## src/hdl/serial_shift_pkg.sv

```systemverilog
// Shared constants and carrier types for the serial shift port
package serial_shift_pkg;

  // ----------------------------------------------------------------
  // Widths and buffer sizing
  // ----------------------------------------------------------------
  localparam int DATA_W = 8;
  localparam int SR_MSB = DATA_W - 1;
  localparam int FIFO_DEPTH = 16;

  // ----------------------------------------------------------------
  // Mode field encodings (mode_field_high_bit .. mode_field_low_bit)
  // ----------------------------------------------------------------
  localparam int MODE_W = 3;
  localparam int MODE_HIGH_BIT = 2;
  localparam logic [2:0] MODE_OFF = 3'h0;
  localparam logic [2:0] MODE_IN_TIMER = 3'h1;
  localparam logic [2:0] MODE_IN_SYS = 3'h2;
  localparam logic [2:0] MODE_IN_EXT = 3'h3;
  localparam logic [2:0] MODE_FREE = 3'h4;
  localparam logic [2:0] MODE_OUT_TIMER = 3'h5;
  localparam logic [2:0] MODE_OUT_SYS = 3'h6;
  localparam logic [2:0] MODE_OUT_EXT = 3'h7;
  localparam logic [1:0] SRC_TIMER = 2'h1;
  localparam logic [1:0] SRC_SYS = 2'h2;
  localparam logic [1:0] SRC_EXT = 2'h3;

  // ----------------------------------------------------------------
  // Counts and reset values
  // ----------------------------------------------------------------
  localparam logic [3:0] BIT_FIRST = 4'h0;
  localparam logic [3:0] BIT_LAST = 4'h7;
  localparam logic [3:0] BIT_STEP = 4'h1;
  localparam logic [6:0] DIV_ZERO = 7'h00;
  localparam logic [6:0] DIV_STEP = 7'h01;
  localparam logic [6:0] DIV_SYS = 7'h02; // Three-cycle half bit under system-clock pacing
  localparam logic [7:0] SR_RESET = 8'h00;

  // ----------------------------------------------------------------
  // Carrier types
  // ----------------------------------------------------------------
  typedef enum logic [1:0] {phase_idle, phase_run} phase_e;

  // Drive of the two pins; enables are high while the block drives
  typedef struct packed {
    logic clk_o;
    logic clk_oe;
    logic dat_o;
    logic dat_oe;
  } pin_drive_s;

  typedef struct packed {
    phase_e phase;
    logic [7:0] sr;
    logic [3:0] bits;
    logic [6:0] div;
    logic done;
    logic push;
    logic [7:0] push_data;
    logic rx_valid;
    logic [7:0] rx_data;
    pin_drive_s pins;
    logic clk_s1;
    logic clk_s2;
    logic clk_prev;
    logic dat_s1;
    logic dat_s2;
  } shift_state_s;

endpackage

```

## src/hdl/serial_shift_port.sv

```systemverilog
// Serial shift port: 8-bit shift register with serial clock and data pins
module serial_shift_port (
  input wire logic clk_in,
  input wire logic srst_in,
  input wire logic [2:0] mode_in,
  input wire logic [7:0] timer_reload_in,
  input wire logic sr_write_in,
  input wire logic sr_read_in,
  input wire logic [7:0] wdata_in,
  input wire logic shift_clock_pin_in,
  input wire logic serial_data_pin_in,
  input wire logic rx_ready_in,
  output logic [7:0] rdata_out,
  output logic shift_done_out,
  output logic busy_out,
  output serial_shift_pkg::pin_drive_s pins_out,
  output logic rx_valid_out,
  output logic [7:0] rx_data_out
);

  // ----------------------------------------------------------------
  // Mode decode helpers
  // ----------------------------------------------------------------
  function automatic logic is_out(input logic [2:0] m);
    return m[serial_shift_pkg::MODE_HIGH_BIT];
  endfunction

  function automatic logic is_ext(input logic [2:0] m);
    return m[1:0] == serial_shift_pkg::SRC_EXT;
  endfunction

  function automatic logic is_shift_in(input logic [2:0] m);
    return !is_out(m) && (m != serial_shift_pkg::MODE_OFF);
  endfunction

  // Half bit time minus one; the timer gives at most 128 per half, 256 per bit
  // System pacing keeps three cycles a half: a sender answering our falls must clear the synchroniser
  function automatic logic [6:0] half_reload(input logic [2:0] m, input logic [7:0] r);
    if (m[1:0] == serial_shift_pkg::SRC_SYS) begin
      return serial_shift_pkg::DIV_SYS;
    end
    return r[7:1];
  endfunction

  function automatic logic [7:0] rotate(input logic [7:0] v);
    return {v[serial_shift_pkg::SR_MSB-1:0], v[serial_shift_pkg::SR_MSB]};
  endfunction

  // ----------------------------------------------------------------
  // State
  // ----------------------------------------------------------------
  serial_shift_pkg::shift_state_s st;
  serial_shift_pkg::shift_state_s next_st;
  logic fifo_in_ready;
  logic fifo_out_valid;
  logic [7:0] fifo_out_data;
  logic fifo_out_ready;
  logic running;
  logic ext_fall;
  logic ext_rise;
  logic int_tick;
  logic fall;
  logic rise;
  logic access;
  logic last_rise;
  logic done_set;
  logic start_rd;
  logic start_wr;

  assign running = (st.phase == serial_shift_pkg::phase_run);
  assign access = sr_read_in | sr_write_in;
  // Edge detect looks only at the second and third sampling stages
  assign ext_fall = st.clk_prev & ~st.clk_s2;
  assign ext_rise = ~st.clk_prev & st.clk_s2;
  assign int_tick = running && !is_ext(mode_in) && (st.div == serial_shift_pkg::DIV_ZERO);
  assign fall = running && (is_ext(mode_in) ? ext_fall : (int_tick && st.pins.clk_o));
  assign rise = running && (is_ext(mode_in) ? ext_rise : (int_tick && !st.pins.clk_o));
  assign last_rise = rise && (st.bits == serial_shift_pkg::BIT_LAST);
  assign done_set = last_rise && (mode_in != serial_shift_pkg::MODE_FREE);
  // A read starts shift-in only while the receive buffer has room
  assign start_rd = sr_read_in && ((is_shift_in(mode_in) && fifo_in_ready) ||
                                   (mode_in == serial_shift_pkg::MODE_FREE));
  assign start_wr = sr_write_in && is_out(mode_in);
  assign fifo_out_ready = !st.rx_valid || rx_ready_in;

  // ----------------------------------------------------------------
  // Next-state logic
  // ----------------------------------------------------------------
  always_comb begin
    next_st = st;
    next_st.push = 1'b0;
    // Two-stage sampling of both pins, third stage for edge detection
    next_st.clk_s1 = shift_clock_pin_in;
    next_st.clk_s2 = st.clk_s1;
    next_st.clk_prev = st.clk_s2;
    next_st.dat_s1 = serial_data_pin_in;
    next_st.dat_s2 = st.dat_s1;
    next_st.pins.dat_oe = is_out(mode_in);
    next_st.pins.clk_oe = (mode_in != serial_shift_pkg::MODE_OFF) && !is_ext(mode_in);
    // Internal shift clock divider; timer mode paces each half bit
    if (running && !is_ext(mode_in)) begin
      if (int_tick) begin
        next_st.div = half_reload(mode_in, timer_reload_in);
        next_st.pins.clk_o = ~st.pins.clk_o;
      end else begin
        next_st.div = st.div - serial_shift_pkg::DIV_STEP;
      end
    end
    // Data leaves on the falling edge and wraps into bit 0
    if (fall && is_out(mode_in)) begin
      next_st.pins.dat_o = st.sr[serial_shift_pkg::SR_MSB];
      next_st.sr = rotate(st.sr);
    end
    // Rising edge captures input and counts the bit
    if (rise) begin
      if (is_shift_in(mode_in)) begin
        next_st.sr = {st.sr[serial_shift_pkg::SR_MSB-1:0], st.dat_s2};
      end
      next_st.bits = st.bits + serial_shift_pkg::BIT_STEP;
      if (last_rise) begin
        next_st.bits = serial_shift_pkg::BIT_FIRST;
        if (mode_in != serial_shift_pkg::MODE_FREE) begin
          next_st.phase = serial_shift_pkg::phase_idle;
          next_st.push = is_shift_in(mode_in);
          next_st.push_data = {st.sr[serial_shift_pkg::SR_MSB-1:0], st.dat_s2};
        end
      end
    end
    // Processor access: write loads, either access may start an operation
    if (sr_write_in) begin
      next_st.sr = wdata_in;
    end
    if (start_wr || start_rd) begin
      next_st.phase = serial_shift_pkg::phase_run;
      next_st.bits = serial_shift_pkg::BIT_FIRST;
      next_st.div = half_reload(mode_in, timer_reload_in);
      next_st.pins.clk_o = 1'b1;
    end
    if (mode_in == serial_shift_pkg::MODE_OFF) begin
      next_st.phase = serial_shift_pkg::phase_idle;
      next_st.pins.clk_o = 1'b1;
    end
    // A completion in the same cycle as an access keeps the flag set
    next_st.done = done_set | (st.done & ~access);
    // Output stage in front of the user; stalls the buffer when held
    if (fifo_out_ready) begin
      next_st.rx_valid = fifo_out_valid;
      next_st.rx_data = fifo_out_data;
    end
  end

  // ----------------------------------------------------------------
  // Registers
  // ----------------------------------------------------------------
  always_ff @(posedge clk_in) begin
    if (srst_in) begin
      st <= '{phase: serial_shift_pkg::phase_idle, sr: serial_shift_pkg::SR_RESET,
              bits: serial_shift_pkg::BIT_FIRST, div: serial_shift_pkg::DIV_ZERO,
              done: 1'b0, push: 1'b0, push_data: serial_shift_pkg::SR_RESET,
              rx_valid: 1'b0, rx_data: serial_shift_pkg::SR_RESET,
              pins: '{clk_o: 1'b1, clk_oe: 1'b0, dat_o: 1'b0, dat_oe: 1'b0},
              clk_s1: 1'b1, clk_s2: 1'b1, clk_prev: 1'b1, dat_s1: 1'b0, dat_s2: 1'b0};
    end else begin
      st <= next_st;
    end
  end

  // ----------------------------------------------------------------
  // Receive buffer
  // ----------------------------------------------------------------
  // Room is checked when shift-in starts, not counting a push still pending, so a later push can be dropped
  shift_fifo #(
    .WIDTH(serial_shift_pkg::DATA_W),
    .DEPTH(serial_shift_pkg::FIFO_DEPTH)
  ) u_rx_fifo (
    .clk_in(clk_in),
    .srst_in(srst_in),
    .in_valid_in(st.push),
    .in_data_in(st.push_data),
    .in_ready_out(fifo_in_ready),
    .out_valid_out(fifo_out_valid),
    .out_data_out(fifo_out_data),
    .out_ready_in(fifo_out_ready)
  );

  // Outputs straight from state flip-flops
  assign rdata_out = st.sr;
  assign shift_done_out = st.done;
  assign busy_out = running;
  assign pins_out = st.pins;
  assign rx_valid_out = st.rx_valid;
  assign rx_data_out = st.rx_data;

  logic [7:0] rotated;
  logic out_fall;
  logic quiet;
  assign rotated = rotate(st.sr);
  assign out_fall = fall && is_out(mode_in);
  assign quiet = !access && (mode_in != serial_shift_pkg::MODE_OFF);
endmodule

```

## src/hdl/shift_fifo.sv

```systemverilog
// Parameterised valid/ready FIFO for received bytes
module shift_fifo #(
  parameter int WIDTH = 8,
  parameter int DEPTH = 16
) (
  input wire logic clk_in,
  input wire logic srst_in,
  input wire logic in_valid_in,
  input wire logic [WIDTH-1:0] in_data_in,
  output logic in_ready_out,
  output logic out_valid_out,
  output logic [WIDTH-1:0] out_data_out,
  input wire logic out_ready_in
);

  localparam int AW = $clog2(DEPTH);

  typedef struct packed {
    logic [AW-1:0] wr;
    logic [AW-1:0] rd;
    logic [AW:0] count;
  } fifo_state_s;

  fifo_state_s st;
  fifo_state_s next_st;
  logic [WIDTH-1:0] mem [DEPTH];
  logic push;
  logic pop;

  // Full and empty come from the occupancy count, never from pointers alone
  assign in_ready_out = (st.count != (AW+1)'(DEPTH));
  assign out_valid_out = (st.count != '0);
  assign out_data_out = mem[st.rd];
  assign push = in_valid_in & in_ready_out;
  assign pop = out_valid_out & out_ready_in;

  // Pointer and count update
  always_comb begin
    next_st = st;
    if (push) begin
      next_st.wr = st.wr + 1'b1;
    end
    if (pop) begin
      next_st.rd = st.rd + 1'b1;
    end
    next_st.count = st.count + {{AW{1'b0}}, push} - {{AW{1'b0}}, pop};
  end

  // State and storage
  always_ff @(posedge clk_in) begin
    if (srst_in) begin
      st <= '0;
    end else begin
      st <= next_st;
    end
    if (push) begin
      mem[st.wr] <= in_data_in;
    end
  end

endmodule

```

## config.mk

```make
export PLATFORM = sky130hd
export DESIGN_NAME = serial_shift_port
export DESIGN_NICKNAME = d
export VERILOG_FILES = /design/src/hdl/serial_shift_pkg.sv /design/src/hdl/serial_shift_port.sv /design/src/hdl/shift_fifo.sv
export SDC_FILE = /design/constraint.sdc
export NUM_CORES = 1
export LEC_CHECK = 0
export BUFFER_PORTS_ARGS = -buffer_cell sky130_fd_sc_hd__buf_2
export CORE_MARGIN = 2
export CORE_UTILIZATION = 45
export CTS_BUF_LIST = sky130_fd_sc_hd__clkbuf_2 sky130_fd_sc_hd__clkbuf_4 sky130_fd_sc_hd__clkbuf_8
export DETAILED_ROUTE_END_ITERATION = 10
export HOLD_SLACK_MARGIN = 0.03
export PLACE_DENSITY = 0.72
export SLEW_MARGIN = 10
export SYNTH_ARGS = -nofsm -noshare
export SYNTH_HDL_FRONTEND = slang
export SYNTH_SLANG_ARGS = --single-unit
```

## constraint.sdc

```tcl
create_clock -name clk_in -period 2.6 [get_ports clk_in]
set_clock_uncertainty 0.05 [all_clocks]
set_input_delay 0.26 -clock clk_in [delete_from_list [all_inputs] [get_ports clk_in]]
set_output_delay 0.26 -clock clk_in [all_outputs]
set_load 0.01 [all_outputs]
```

Word-level counts from Yosys, hierarchy flattened
Memories as Yosys holds them, arrays and structs flattened. A register that Yosys moved wholly into a read port is not among the register bits.
Cells that the tools add are included.

operators by class
  $add $sub $neg = 6
  equality and inequality tests = 6
  mux-type cells = 22
  bitwise logic cells = 14
  reduce and logical (&&, ||, !) cells = 36

operators with widths
  kind                   number
  $mux W7                6
  $mux W8                3
  $logic_and A1 B1 Y1    14
  $mux W13               1
  $add A4 B1 Y4 const B  3
  $mux W1                11
  $reduce_bool A2 Y1     4
  $logic_not A7 Y1       1
  $not A1 Y1             7
  $sub A7 B1 Y7 const B  1
  $reduce_and A3 Y1      2
  $add A5 B1 Y5          1
  $and A1 B1 Y1          5
  $ne A5 B5 Y1 const B   1
  $reduce_bool A5 Y1     1
  $sub A5 B1 Y5          1
  $eq A2 B2 Y1 const B   2
  $eq A4 B3 Y1 const B   1
  $logic_not A1 Y1       4
  $mux W4                1
  $reduce_or A2 Y1       2
  $reduce_or A4 Y1       1
  $eq A3 B3 Y1 const B   1
  $logic_not A3 Y1       1
  other kinds (6)        9

word-level totals
  register bits after elaboration = 53
  bits in writable memories = 128
  input bits = 26
  output and inout bits = 23
  word-level logic and storage cells = 105
  memories = 1

memory list
  memory         words  width  rd ports  clocked after memory_dff  wr ports  line              RTL
  u_rx_fifo.mem  16     8      1         1                         1         shift_fifo.sv:26  logic [WIDTH-1:0] mem [DEPTH];

Longest topological paths before layout
Gate-level depths: netlist (run 1).

  depth after elaboration = 12
  gate-level depth with buffers = 14
  gate-level depth less buffers = 14

Cells and area by module
A second synthesis (run 1) with hierarchy kept.

second synthesis, totals
  cells, all modules = 591
  area, all modules = 8169.1 µm²

modules (own cells, without submodules)
  module             times used  cells an instance  area each (µm²)  seq. area each (µm²)
  shift_fifo         1           308                5810.6           4184.0
  serial_shift_port  1           283                2358.5           960.9

Worst setup path after synthesis (run 1)
OpenSTA, ideal clock, no wires.

  kind = reg-to-reg
  from = register u_rx_fifo.st[3] in the netlist's numbering
  to = register u_rx_fifo.st[4] in the netlist's numbering
  library setup time = 0.071 ns
  arrival time = 2.418 ns
  required time = 2.479 ns
  slack = 0.062 ns
  cell stages (with the launch flop) = 15
  buffers on the path = 0
  period minus slack after synthesis = 2.538 ns
  cell sequence = dfxtp_1 > inv_1 > ha_1 > nor4b_1 > nor2_1 > ha_1 > inv_1 > ha_1 > inv_1 > fa_1 > inv_1 > a21oi_1 > nor2_1 > or3_1 > a21oi_1

on the way
  elaborated cells between the ends (all ways) = 6
  classes of those cells = add/sub: 2; eq/ne: 1; bitwise: 2; reduce/logical: 1

RTL lines
  element                   line              RTL
  start: declaration        shift_fifo.sv:24  fifo_state_s st;
  start signal: assignment  shift_fifo.sv:54  st <= next_st;
  $reduce_bool A5 Y1        shift_fifo.sv:32  assign out_valid_out = (st.count != '0);
  $and A1 B1 Y1             shift_fifo.sv:35  assign pop = out_valid_out & out_ready_in;
  named net u_rx_fifo.pop   shift_fifo.sv:28  logic pop;
  $sub A5 B1 Y5             shift_fifo.sv:46  next_st.count = st.count + {{AW{1'b0}}, push} - {{AW{1'b0}}, pop};

The timed path passes the listed nets, and every way through them passes these cells.
A chain may end at the register's enable or synchronous reset.

Worst setup path in the final report (run 1)
  from = register u_rx_fifo.st[2] in the netlist's numbering
  to = register u_rx_fifo.st[4] in the netlist's numbering

Same word-level chain as after synthesis.

==> summary.txt, run 1 <==
Logic synthesis
  • Ys Warns: 0
  • Synth top area share: 48.23%
  • Syn Area/Cell: 14.41 sq um
  • Biggest area consumer among synthesized cells: edfxtp_1
  • Top_reg_cell synth: edfxtp_1
  • Ys async rst share: 0%
  • Post-Syn Area: 7970 sq um
  • Post-synth EDFFs: between 100 and 150
  • Cells after Synth: 553
  • Post-synth cell types: 68
  • FF+latch count, synth: around 190
  • Synth top area cells: edfxtp_1 48%, dfxtp_1 15%, mux4_2 9.0%, nor2_1 2.9%, ha_1 2.2%
  • Most frequent cell after synthesis: edfxtp_1
  • Register area share after synthesis: 63.55%
  • Synth cell count leaders: 128 x edfxtp_1, 61 x dfxtp_1, 61 x nor2_1
  • Synth Net Count: 594

Floorplanning
  • Row cnt: 48
  • IO Count: 49
  • Die height: roughly 140 um
  • Core area: about 17000 sq um
  • Die area: approximately 19000 sq um
  • Die Span X: 137.1 um
  • Starting Density: a little under half

Cells and area
  • Number of fill cells in the layout: ~1400
  • Final net count: 640
  • Area of the multi-input gates: 2624 sq um
  • Layout area overhead: 12.01%
  • Layout cells sized above 1: 28.43%
  • Register area: 5067 sq um
  • Post-route cell area: 8927 sq um
  • Core Util, Final: 51.61%
  • ANT cells: 0

Worst setup path
  • Top delay family on crit path: adder cells
  • Worst path slowest cell: or3_4
  • Cells along the critical path: inv_2 > ha_2 > nor4b_4 > nor2_2 > ha_1 > inv_1 > ha_2 > inv_2 > fa_2 > inv_1 > a21oi_2 > nor2_1 > or3_4 > a21oi_2
  • CP max FO: 2
  • CP startpoint kind: register
  • R2R cell count: 14
  • Crit path DAT: 2.86 ns
  • R2R Path End: u_rx_fifo.st[4]
  • Worst r2r src: u_rx_fifo.st[2]
  • Worst Path Class, Setup: register to register
  • Worst Setup End Kind: register
  • WP buf/inv: 4
  • Internal reg-to-reg setup slack: 0.08 ns
  • Crit path largest cell delay: 0.36 ns
  • Req. time, crit path: 2.94 ns

Clock tree
  • Clock-pin transition on the worst setup and hold timing paths: 0.10 ns
  • Worst-case clock buffer depth: 2
  • Clk Latency, worst-skew pair: approximately 0.47 ns
  • Max H-tree Level: 4
  • CTS Buf Count: 17
  • Clock Sinks: 189
  • CTS tree: yes
  • Root Driver: clkbuf_8

Routing
  • Metal3 WL: 771 um
  • Metal2 WL: approximately 7700 um
  • DRC violations left: 0
  • DR WL/cell: 18.51 um
  • 1st-pass router iterations: 5
  • Max layer used: met4
  • 1st-iter DRT viols: about 380
  • Drt total wl: 15490 um
  • Vias: 4652
  • Via/cell ratio: 5.558
  • WL met1: between 6000 and 7000 um
  • Post-route ant nets: 0

STA
  • Relative slew slack: 23.29%
  • Max Slew Vio Count: 0
  • Final worst path period share: between 90 and 100%
  • Tightest Pin Transition: 1.142 ns
  • Tmin final: 2.516 ns
  • Achievable Freq: 397.5 MHz
  • Unrepaired setup endpoints after global routing: yes
  • Final setup viols: 0
  • Final Hold Viols: 0

Global route
  • Largest net degree at the start of global routing: 50
  • Number of global-route vias before repair: ~4700
  • Initial antenna violation count: 0
  • Global route overflow: 0
  • Global Route Usage Sum: 17.40%
  • Global-route wire length before repair: 24190 um

Hold path
  • Worst Hold End: shift_done_out
  • HP Start: sr_read_in
  • Worst hold stages: 4
  • HP Class: input pin to register

Placement
  • Post-DP HPWL: 10160 um
  • Placed cell areas: 8337 sq um
  • PortBufs: 47
  • Routability-driven placement congestion ratio: 0.8632

Pwr
  • Worst vdd ir: 0.3377 mV
  • Leak pwr: 2.815 nW
  • PD cells: 761.3 nW/um^2

Run status
  • Status: completed

Flow run
  • # Max-Cap Violations: 0
==> per-layer routing <==
metal	vias up	track usage [%]
met5	-	0
met2	128	28.47
met4	0	7.847
met1	2332	22.22
met3	29	3.815
li1	2163	-
==> worst max path at each step <==
| stage | cells past startpoint | slack (ns) | to | startpoint |
|---|---|---|---|---|
| floorplan | 14 | 0.06 | u_rx_fifo.st[4] | u_rx_fifo.st[3] |
| global placement | 12 | 0.04 | u_rx_fifo.st[4] | u_rx_fifo.st[3] |
| detailed placement | 14 | -0.04 | u_rx_fifo.st[4] | u_rx_fifo.st[3] |
| CTS | 12 | 0.01 | u_rx_fifo.st[4] | u_rx_fifo.st[3] |
| global route | 14 | -0.11 | u_rx_fifo.st[4] | u_rx_fifo.st[3] |
| finish | 14 | 0.08 | u_rx_fifo.st[4] | u_rx_fifo.st[2] |
==> sequential cells by signal, indices dropped and copies added (netlist names) <==
| signal | count |
|---|---|
| st | 23 |
| next_st | 3 |
| pins_out | 4 |
| u_rx_fifo.st | 13 |
| rdata_out | 8 |
| u_rx_fifo.mem | 128 |
| rx_data_out | 8 |
| rx_valid_out | 1 |
| shift_done_out | 1 |
==> stage by stage <==
| step | TNS [ns] | setup WS [ns] | hold slack [ns] | power, W | instances |
|---|---|---|---|---|---|
| detailed placement | -0.04289 | -0.04289 | 0.3503 | 0.004719 | 795 |
| floorplan | 0 | 0.06172 | 0.3138 | 0.004438 | 553 |
| global route | -0.2570 | -0.1066 | 0.05583 | 0.007110 | 837 |
| CTS | 0 | 0.009593 | 0.03157 | 0.006734 | 835 |
| global placement | 0 | 0.04140 | 0.3552 | 0.004670 | 795 |
| finish | 0 | 0.08431 | 0.07119 | 0.006797 | 837 |
==> repair_timing <==
item,in CTS,in global routing
buffers inserted,0,2
resized for setup,4,17
endpoints found under the setup margin,1,54
cloned,0,0
pin swaps,0,5
endpoints found under the hold margin,8,0
hold buffers,8,0
==> worst reg2reg max path, stage by stage, from the launching register on <==
cell	delay (ns)
dfxtp_1	0.34
inv_2	0.06
ha_2	0.19
nor4b_4	0.23
nor2_2	0.09
ha_1	0.29
inv_1	0.05
ha_2	0.17
inv_2	0.06
fa_2	0.20
inv_1	0.05
a21oi_2	0.11
nor2_1	0.07
or3_4	0.36
a21oi_2	0.14
==> cells by family (layout without fill, tap and decap cells) <==
kind of cell / Yosys count / in the layout / share of synthesized area, %
muxes: 50 / 50 / 11.33
AOI/OAI and AO/OA: 82 / 82 / 7.426
xor gates and xnor gates: 14 / 14 / 1.538
DFF: 189 / 189 / 63.55
and+or+nand+nor: 139 / 139 / 9.246
adders and majority gates: 15 / 15 / 2.449
buffers and inverters: 64 / 123 / 4.458
==> cell type report <==
cell class | count | share of cell area (%)
Sequential cell | 189 | 56.76
Multi-Input combinational cell | 300 | 29.39
Timing Repair Buffer | 74 | 5.270
Tap cell | 225 | 3.153
Clock buffer | 18 | 2.705
Clock inverter | 14 | 2.004
Inverter | 17 | 0.7148
==> cell usage in the layout, fill, tap and decap left out, types with 3 or more instances in the layout <==
cell	n
edfxtp_1	128
nor2_1	60
dfxtp_1	59
buf_2	47
mux4_2	32
a21oi_1	24
buf_4	18
clkbuf_8	17
a22oi_1	16
mux2i_1	16
nand2_1	13
inv_1	12
ha_1	12
nor3_1	10
nor2b_1	9
o21ai_0	9
dlygate4sd3_1	8
xnor2_1	7
xor2_1	7
nand2b_1	5
nand3_1	5
or2_2	5
nor3_2	4
a2111oi_2	4
inv_8	4
inv_2	3
nand3_2	3
a211oi_1	3
clkinvlp_4	3
inv_6	3
==> power breakdown <==
| part | total (W) | internal, W | switching (W) |
|---|---|---|---|
| clock network | 0.00200 | 0.000908 | 0.00110 |
| logic | 0.00139 | 0.000677 | 0.000712 |
| registers | 0.00340 | 0.00328 | 0.000121 |
(Power assumes the default switching activity.)
==> run 2, diff against run 1 <==
--- a/config.mk
+++ b/config.mk
@@ -12,6 +12,7 @@
 export DETAILED_ROUTE_END_ITERATION = 10
 export HOLD_SLACK_MARGIN = 0.03
 export PLACE_DENSITY = 0.72
+export REMOVE_ABC_BUFFERS = 1
 export SLEW_MARGIN = 10
 export SYNTH_ARGS = -nofsm -noshare
 export SYNTH_HDL_FRONTEND = slang
==> run 2 against run 1 <==
Compared with the run above:
- maximum frequency rose by 2.1%
- setup slack improved by 0.053 ns
- sequential share of layout area rose by 0.29 points
- clock power fell by 2%
- sequential power barely moved
- count of clock-buffer cells in the layout rose by 8
- non-clock buffer count fell by 5
- power fell by 0.46%
- final area fell by 0.49%
==> summary.txt, run 2 (synthesis gave the netlist of run 1 again) <==
Cells and area
  • Final net count: 635
  • Layout area overhead: 11.46%
  • Commonest non-fill, non-tap cell in the layout: edfxtp_1
  • Area of the multi-input gates: 2629 sq um
  • Commonest non-fill, non-tap cells in the layout: 128 x edfxtp_1, 60 x nor2_1, 58 x dfxtp_1
  • ANT cells: 0
  • Top flop regs: u_rx_fifo.mem x128, st x23, u_rx_fifo.st x13
  • Top reg by flops: u_rx_fifo.mem
  • Core Util, Final: 51.36%
  • Layout Cells excl Fill: 832
  • Number of fill cells in the layout: 1456
  • Largest register FFs: 128
  • Layout cells sized above 1: 27.84%
  • Register area: 5069 sq um

Clock tree
  • Max H-tree Level: 4
  • Worst-case clock buffer depth: 2
  • CTS Buf Count: 17
  • Clock-pin transition on the worst setup and hold timing paths: 0.08 ns
  • Clk Latency, worst-skew pair: 0.45 ns
  • Root Driver: clkbuf_8
  • CTS tree: yes
  • Clock Sinks: 189

STA
  • Relative slew slack: 23.30%
  • Hold slack: 0.06428 ns
  • Final Hold Viols: 0
  • Final setup viols: 0
  • Max Slew Vio Count: 0
  • Achievable Freq: 406.0 MHz
  • Tmin final: 2.463 ns
  • Tightest Pin Transition: approximately 1.1 ns
  • Setup ws final: 0.1369 ns
  • Final worst path period share: 94.73%
  • Unrepaired setup endpoints after global routing: no

Placement
  • Pre-CTS setup slack: -0.1244 ns
  • Post-DP HPWL: 10200 um
  • PortBufs: 47
  • Routability-driven placement congestion ratio: 0.8262
  • # placed instances: 790

Pwr
  • PD cells: 761.5 nW/um^2
  • Worst vdd ir: 0.3838 mV
  • Leak pwr: around 2.8 nW

Hold path
  • HP Class: input pin to register

Floorplanning
  • Die Span X: approximately 140 um
  • Starting Density: 46.08%
  • IO Count: 49
  • Die area: 18790 sq um
  • Row cnt: 48
  • Core area: 17300 sq um
  • Die height: 137.1 um

Run status
  • Status: completed

Routing
  • Vias: 4545
  • DRC violations left: 0
  • Via/cell ratio: 5.463
  • DR WL/cell: 18.75 um
  • 1st-pass router iterations: 5
  • Drt total wl: 15600 um
  • 1st-iter DRT viols: approximately 300
  • Post-route ant nets: 0

Worst setup path
  • R2R cell count: 14
  • Crit path DAT: 2.80 ns
  • Worst r2r src: u_rx_fifo.st[3]
  • Crit path from: u_rx_fifo.st[3]
  • R2R Path End: u_rx_fifo.st[4]
  • CP startpoint kind: register
  • Req. time, crit path: 2.93 ns
  • Worst path slowest cell: or3_4
  • Crit path largest cell delay: 0.37 ns
  • Worst Path Class, Setup: register to register
  • WP buf/inv: 4
  • CP max FO: 2
  • Cells along the critical path: inv_2 > ha_4 > nor4b_4 > nor2_1 > ha_1 > inv_1 > ha_2 > inv_2 > fa_2 > inv_1 > a21oi_2 > nor2_2 > or3_4 > a21oi_2
  • Internal reg-to-reg setup slack: approximately 0.14 ns
  • CP Depth: 14
  • Worst Setup End Kind: register
  • Top delay family on crit path: adder cells
  • Crit path to: u_rx_fifo.st[4]

Global route
  • Initial antenna violation count: 0
  • Global-route wire length before repair: approximately 24000 um
  • Number of global-route vias before repair: between 4000 and 5000
  • Global Route Usage Sum: 17.49%
  • Largest net degree at the start of global routing: 50
  • Global route overflow: 0

Flow run
  • # Max-Cap Violations: 0
## run 2: cell types whose count changed in the layout (fill, tap and decap cells not counted), sizes merged
cell,before,now
clkbuf,18,26
inv,22,16
buf,66,61
clkinvlp,3,0
clkinv,4,5
## run 2: layer usage
layer	vias up	global-route usage (%)	wire length [um]
met1	2279	23.20	6812
met3	11	3.926	761
li1	2146	-	-
met2	109	29.19	7884
met5	-	0	0
met4	0	4.582	142
## run 2: report_power, final
part	leakage, nW	switching, W	internal [W]
registers	1.38	0.000109	0.00328
logic	1.20	0.000725	0.000685
clock network	0.216	0.000963	0.000999
## run 2: cell type report
type | instances | share of cell area [%]
Clock inverter | 6 | 0.9859
Multi-Input combinational cell | 300 | 29.59
Timing Repair Buffer | 69 | 4.873
Inverter | 17 | 0.7183
Tap cell | 225 | 3.169
Sequential cell | 189 | 57.06
Clock buffer | 26 | 3.606
## run 2: stage by stage
step	area [sq um]	power (W)	setup TNS, ns
after floorplan	7679	0.004327	-1.534
after global placement	8299	0.004645	0
after detailed placement	8299	0.004718	-0.8856
after CTS	8825	0.006692	-0.02829
after global routing	8884	0.007072	0
final	8884	0.006765	0
## run 2: worst min path at each step
stage                from         endpoint  depth (start not counted)
3_3_place_gp   next_st[3]       next_st[2]                          1
5_1_grt        sr_read_in   shift_done_out                          4
2_1_floorplan     srst_in  u_rx_fifo.st[1]                          1
4_1_cts        sr_read_in   shift_done_out                          4
6_report       sr_read_in   shift_done_out                          4
3_5_place_dp   next_st[3]       next_st[2]                          1
## run 2: repair_timing
item	CTS	global route
hold buffers	8	0
hold endpoints to repair	8	0
setup buffers	0	2
pin swaps	0	6
setup endpoints to repair	25	9
resized for setup	7	14
## run 2: worst register-to-register path: stages, from the launching register on
cell and delay (ns):
dfxtp_2 0.34, inv_2 0.09, ha_4 0.14, nor4b_4 0.21, nor2_1 0.10, ha_1 0.28
inv_1 0.04, ha_2 0.17, inv_2 0.06, fa_2 0.20, inv_1 0.05, a21oi_2 0.13
nor2_2 0.06, or3_4 0.37, a21oi_2 0.13
==> run 3, diff against run 2 <==
--- a/config.mk
+++ b/config.mk
@@ -8,7 +8,6 @@
 export BUFFER_PORTS_ARGS = -buffer_cell sky130_fd_sc_hd__buf_2
 export CORE_MARGIN = 2
 export CORE_UTILIZATION = 45
-export CTS_BUF_LIST = sky130_fd_sc_hd__clkbuf_2 sky130_fd_sc_hd__clkbuf_4 sky130_fd_sc_hd__clkbuf_8
 export DETAILED_ROUTE_END_ITERATION = 10
 export HOLD_SLACK_MARGIN = 0.03
 export PLACE_DENSITY = 0.72
==> run 3 against run 2 <==
Compared with the run above:
- die area did not move
- critical endpoint unchanged
- count of clock-buffer cells in the layout unchanged
- routed wire length increased by 0.91%
- utilization up 0.85 points
- cell count shrank 0.24%
- sequential cell count unchanged
- clock power rose by 30%
- largest power group unchanged
==> summary.txt, run 3 (synthesis gave the netlist of run 1 again) <==
Run status
  • Status: completed

Cells and area
  • Layout cells sized above 1: 27.11%
  • Top reg by flops: u_rx_fifo.mem
  • Number of fill cells in the layout: 1434
  • Final net count: 633
  • Layout area overhead: 13.31%
  • Layout Cells excl Fill: 830
  • Core Util, Final: 52.21%
  • Largest register FFs: 128
  • Commonest non-fill, non-tap cell in the layout: edfxtp_1
  • Post-route cell area: 9031 sq um
  • Commonest non-fill, non-tap cells in the layout: 128 x edfxtp_1, 60 x nor2_1, 58 x dfxtp_1
  • Top flop regs: u_rx_fifo.mem x128, st x23, u_rx_fifo.st x13
  • ANT cells: 0

Placement
  • # placed instances: 790
  • Pre-CTS setup slack: -0.1244 ns
  • Placed cell areas: roughly 8300 sq um
  • Post-DP HPWL: 10200 um
  • Routability-driven placement congestion ratio: ~0.83
  • PortBufs: 47

Pwr
  • Worst vdd ir: 0.4862 mV
  • Reg power frac: a little under half
  • Int Pwr: 0.005475 W
  • Sw Pwr: 0.001895 W
  • Clock network fraction of total power: 34.5%
  • Logic pwr share: about a fifth
  • PD cells: 816.1 nW/um^2
  • Leak pwr: 2.861 nW
  • Switching share of power: 25.71%

Clock tree
  • Clock Sinks: between 150 and 200
  • Root Driver: clkbuf_16
  • Max H-tree Level: 4
  • CTS Buf Count: 17
  • CTS tree: yes
  • Clock-pin transition on the worst setup and hold timing paths: 0.07 ns
  • Worst-case clock buffer depth: 2
  • Clk Latency, worst-skew pair: around 0.42 ns

STA
  • Setup ws final: roughly 0.11 ns
  • Final Hold Viols: 0
  • Tightest Pin Transition: roughly 1.2 ns
  • Final worst path period share: 95.67%
  • Setup TNS: 0 ns
  • Tmin final: between 2 and 2.5 ns
  • Relative slew slack: between 20% and 30%
  • Achievable Freq: 402.0 MHz
  • Final setup viols: 0
  • Max Slew Vio Count: 0

Flow run
  • # Max-Cap Violations: 0

Routing
  • Via/cell ratio: 5.537
  • DRC violations left: 0
  • Post-route ant nets: 0
  • Drt total wl: 15740 um
  • DR WL/cell: 18.97 um
  • Vias: 4596
  • 1st-iter DRT viols: 332
  • 1st-pass router iterations: 4

Worst setup path
  • Internal reg-to-reg setup slack: 0.11 ns
  • Worst Setup End Kind: register
  • CP startpoint kind: register
  • Crit path DAT: 2.80 ns
  • Worst Path Class, Setup: register to register
  • Req. time, crit path: 2.91 ns
  • CP max FO: 2

Global route
  • Largest net degree at the start of global routing: 50
  • Global route overflow: 0
  • Initial antenna violation count: 0
  • Number of global-route vias before repair: 4643
  • Global-route wire length before repair: around 25000 um
  • Global Route Usage Sum: 17.84%

Floorplanning
  • Die height: between 100 and 150 um
  • Row cnt: 48
  • Die area: 18790 sq um
  • IO Count: slightly below 50
  • Core area: 17300 sq um
  • Starting Density: 46.08%
  • Die Span X: 137.1 um

Hold path
  • HP Class: input pin to register
-- run 3: changes by cell type in the layout (fill, tap and decap cells not counted), sizes merged --
cell,delta
buf,+1
dlygate4sd3,-3
-- run 3: worst paths after layout --
kind,startpoint,endpoint,depth (start not counted)
worst min-delay path,rx_ready_in,rx_valid_out,3
worst max-delay path,u_rx_fifo.st[3],u_rx_fifo.st[4],14
worst max register to register,u_rx_fifo.st[3],u_rx_fifo.st[4],14
worst min register to register,next_st[3],next_st[2],1
-- run 3: metal layers --
layer | part of all wire, % | track usage [%] | up-vias
met4 | 1.4 | 5.155 | 0
met5 | 0 | 0 | -
met3 | 5.3 | 4.704 | 18
met1 | 44 | 23.98 | 2291
li1 | - | - | 2144
met2 | 49 | 28.63 | 143
-- run 3: cell type report --
class	count	area [sq um]	share of cell area, %
sequential	189	5069	56.12
multi-input combinational	300	2630	29.12
clock buffer	26	489.2	5.417
timing repair buffer	67	410.4	4.544
tap	225	281.5	3.117
clock inverter	6	87.58	0.9698
inverter	17	63.81	0.7066
-- run 3: what timing repair did --
action,in CTS,in global routing
setup endpoints to repair,25,9
resized for setup,7,15
buffers inserted,0,3
hold buffers,5,0
endpoints found under the hold margin,5,0
pin swaps,0,3
-- run 3: through the flow --
| stage | hold WS [ns] | total power [W] |
|---|---|---|
| after global routing | 0.06225 | 0.007682 |
| after global placement | 0.3559 | 0.004645 |
| after detailed placement | 0.3521 | 0.004718 |
| after CTS | 0.03768 | 0.007282 |
| after floorplan | 0.2767 | 0.004327 |
| final | 0.05187 | 0.007370 |
-- run 3: power groups by stage --
stage                     logic (W)  clock network (W)  registers (W)
after floorplan            0.000734                  0        0.00359
after global placement      0.00121                  0        0.00343
after detailed placement    0.00128                  0        0.00344
after CTS                   0.00131            0.00259        0.00339
after global routing        0.00157            0.00270        0.00341
final                       0.00143            0.00254        0.00340
-- run 3: critical path, stage by stage (launching register included) --
cell	delay, ns
dfxtp_2	0.33
inv_2	0.08
ha_4	0.14
nor4b_4	0.20
nor2_1	0.10
ha_1	0.28
inv_1	0.04
ha_2	0.18
inv_2	0.06
fa_2	0.20
inv_1	0.06
a21oi_2	0.14
nor2_2	0.06
or3_4	0.37
a21oi_2	0.13
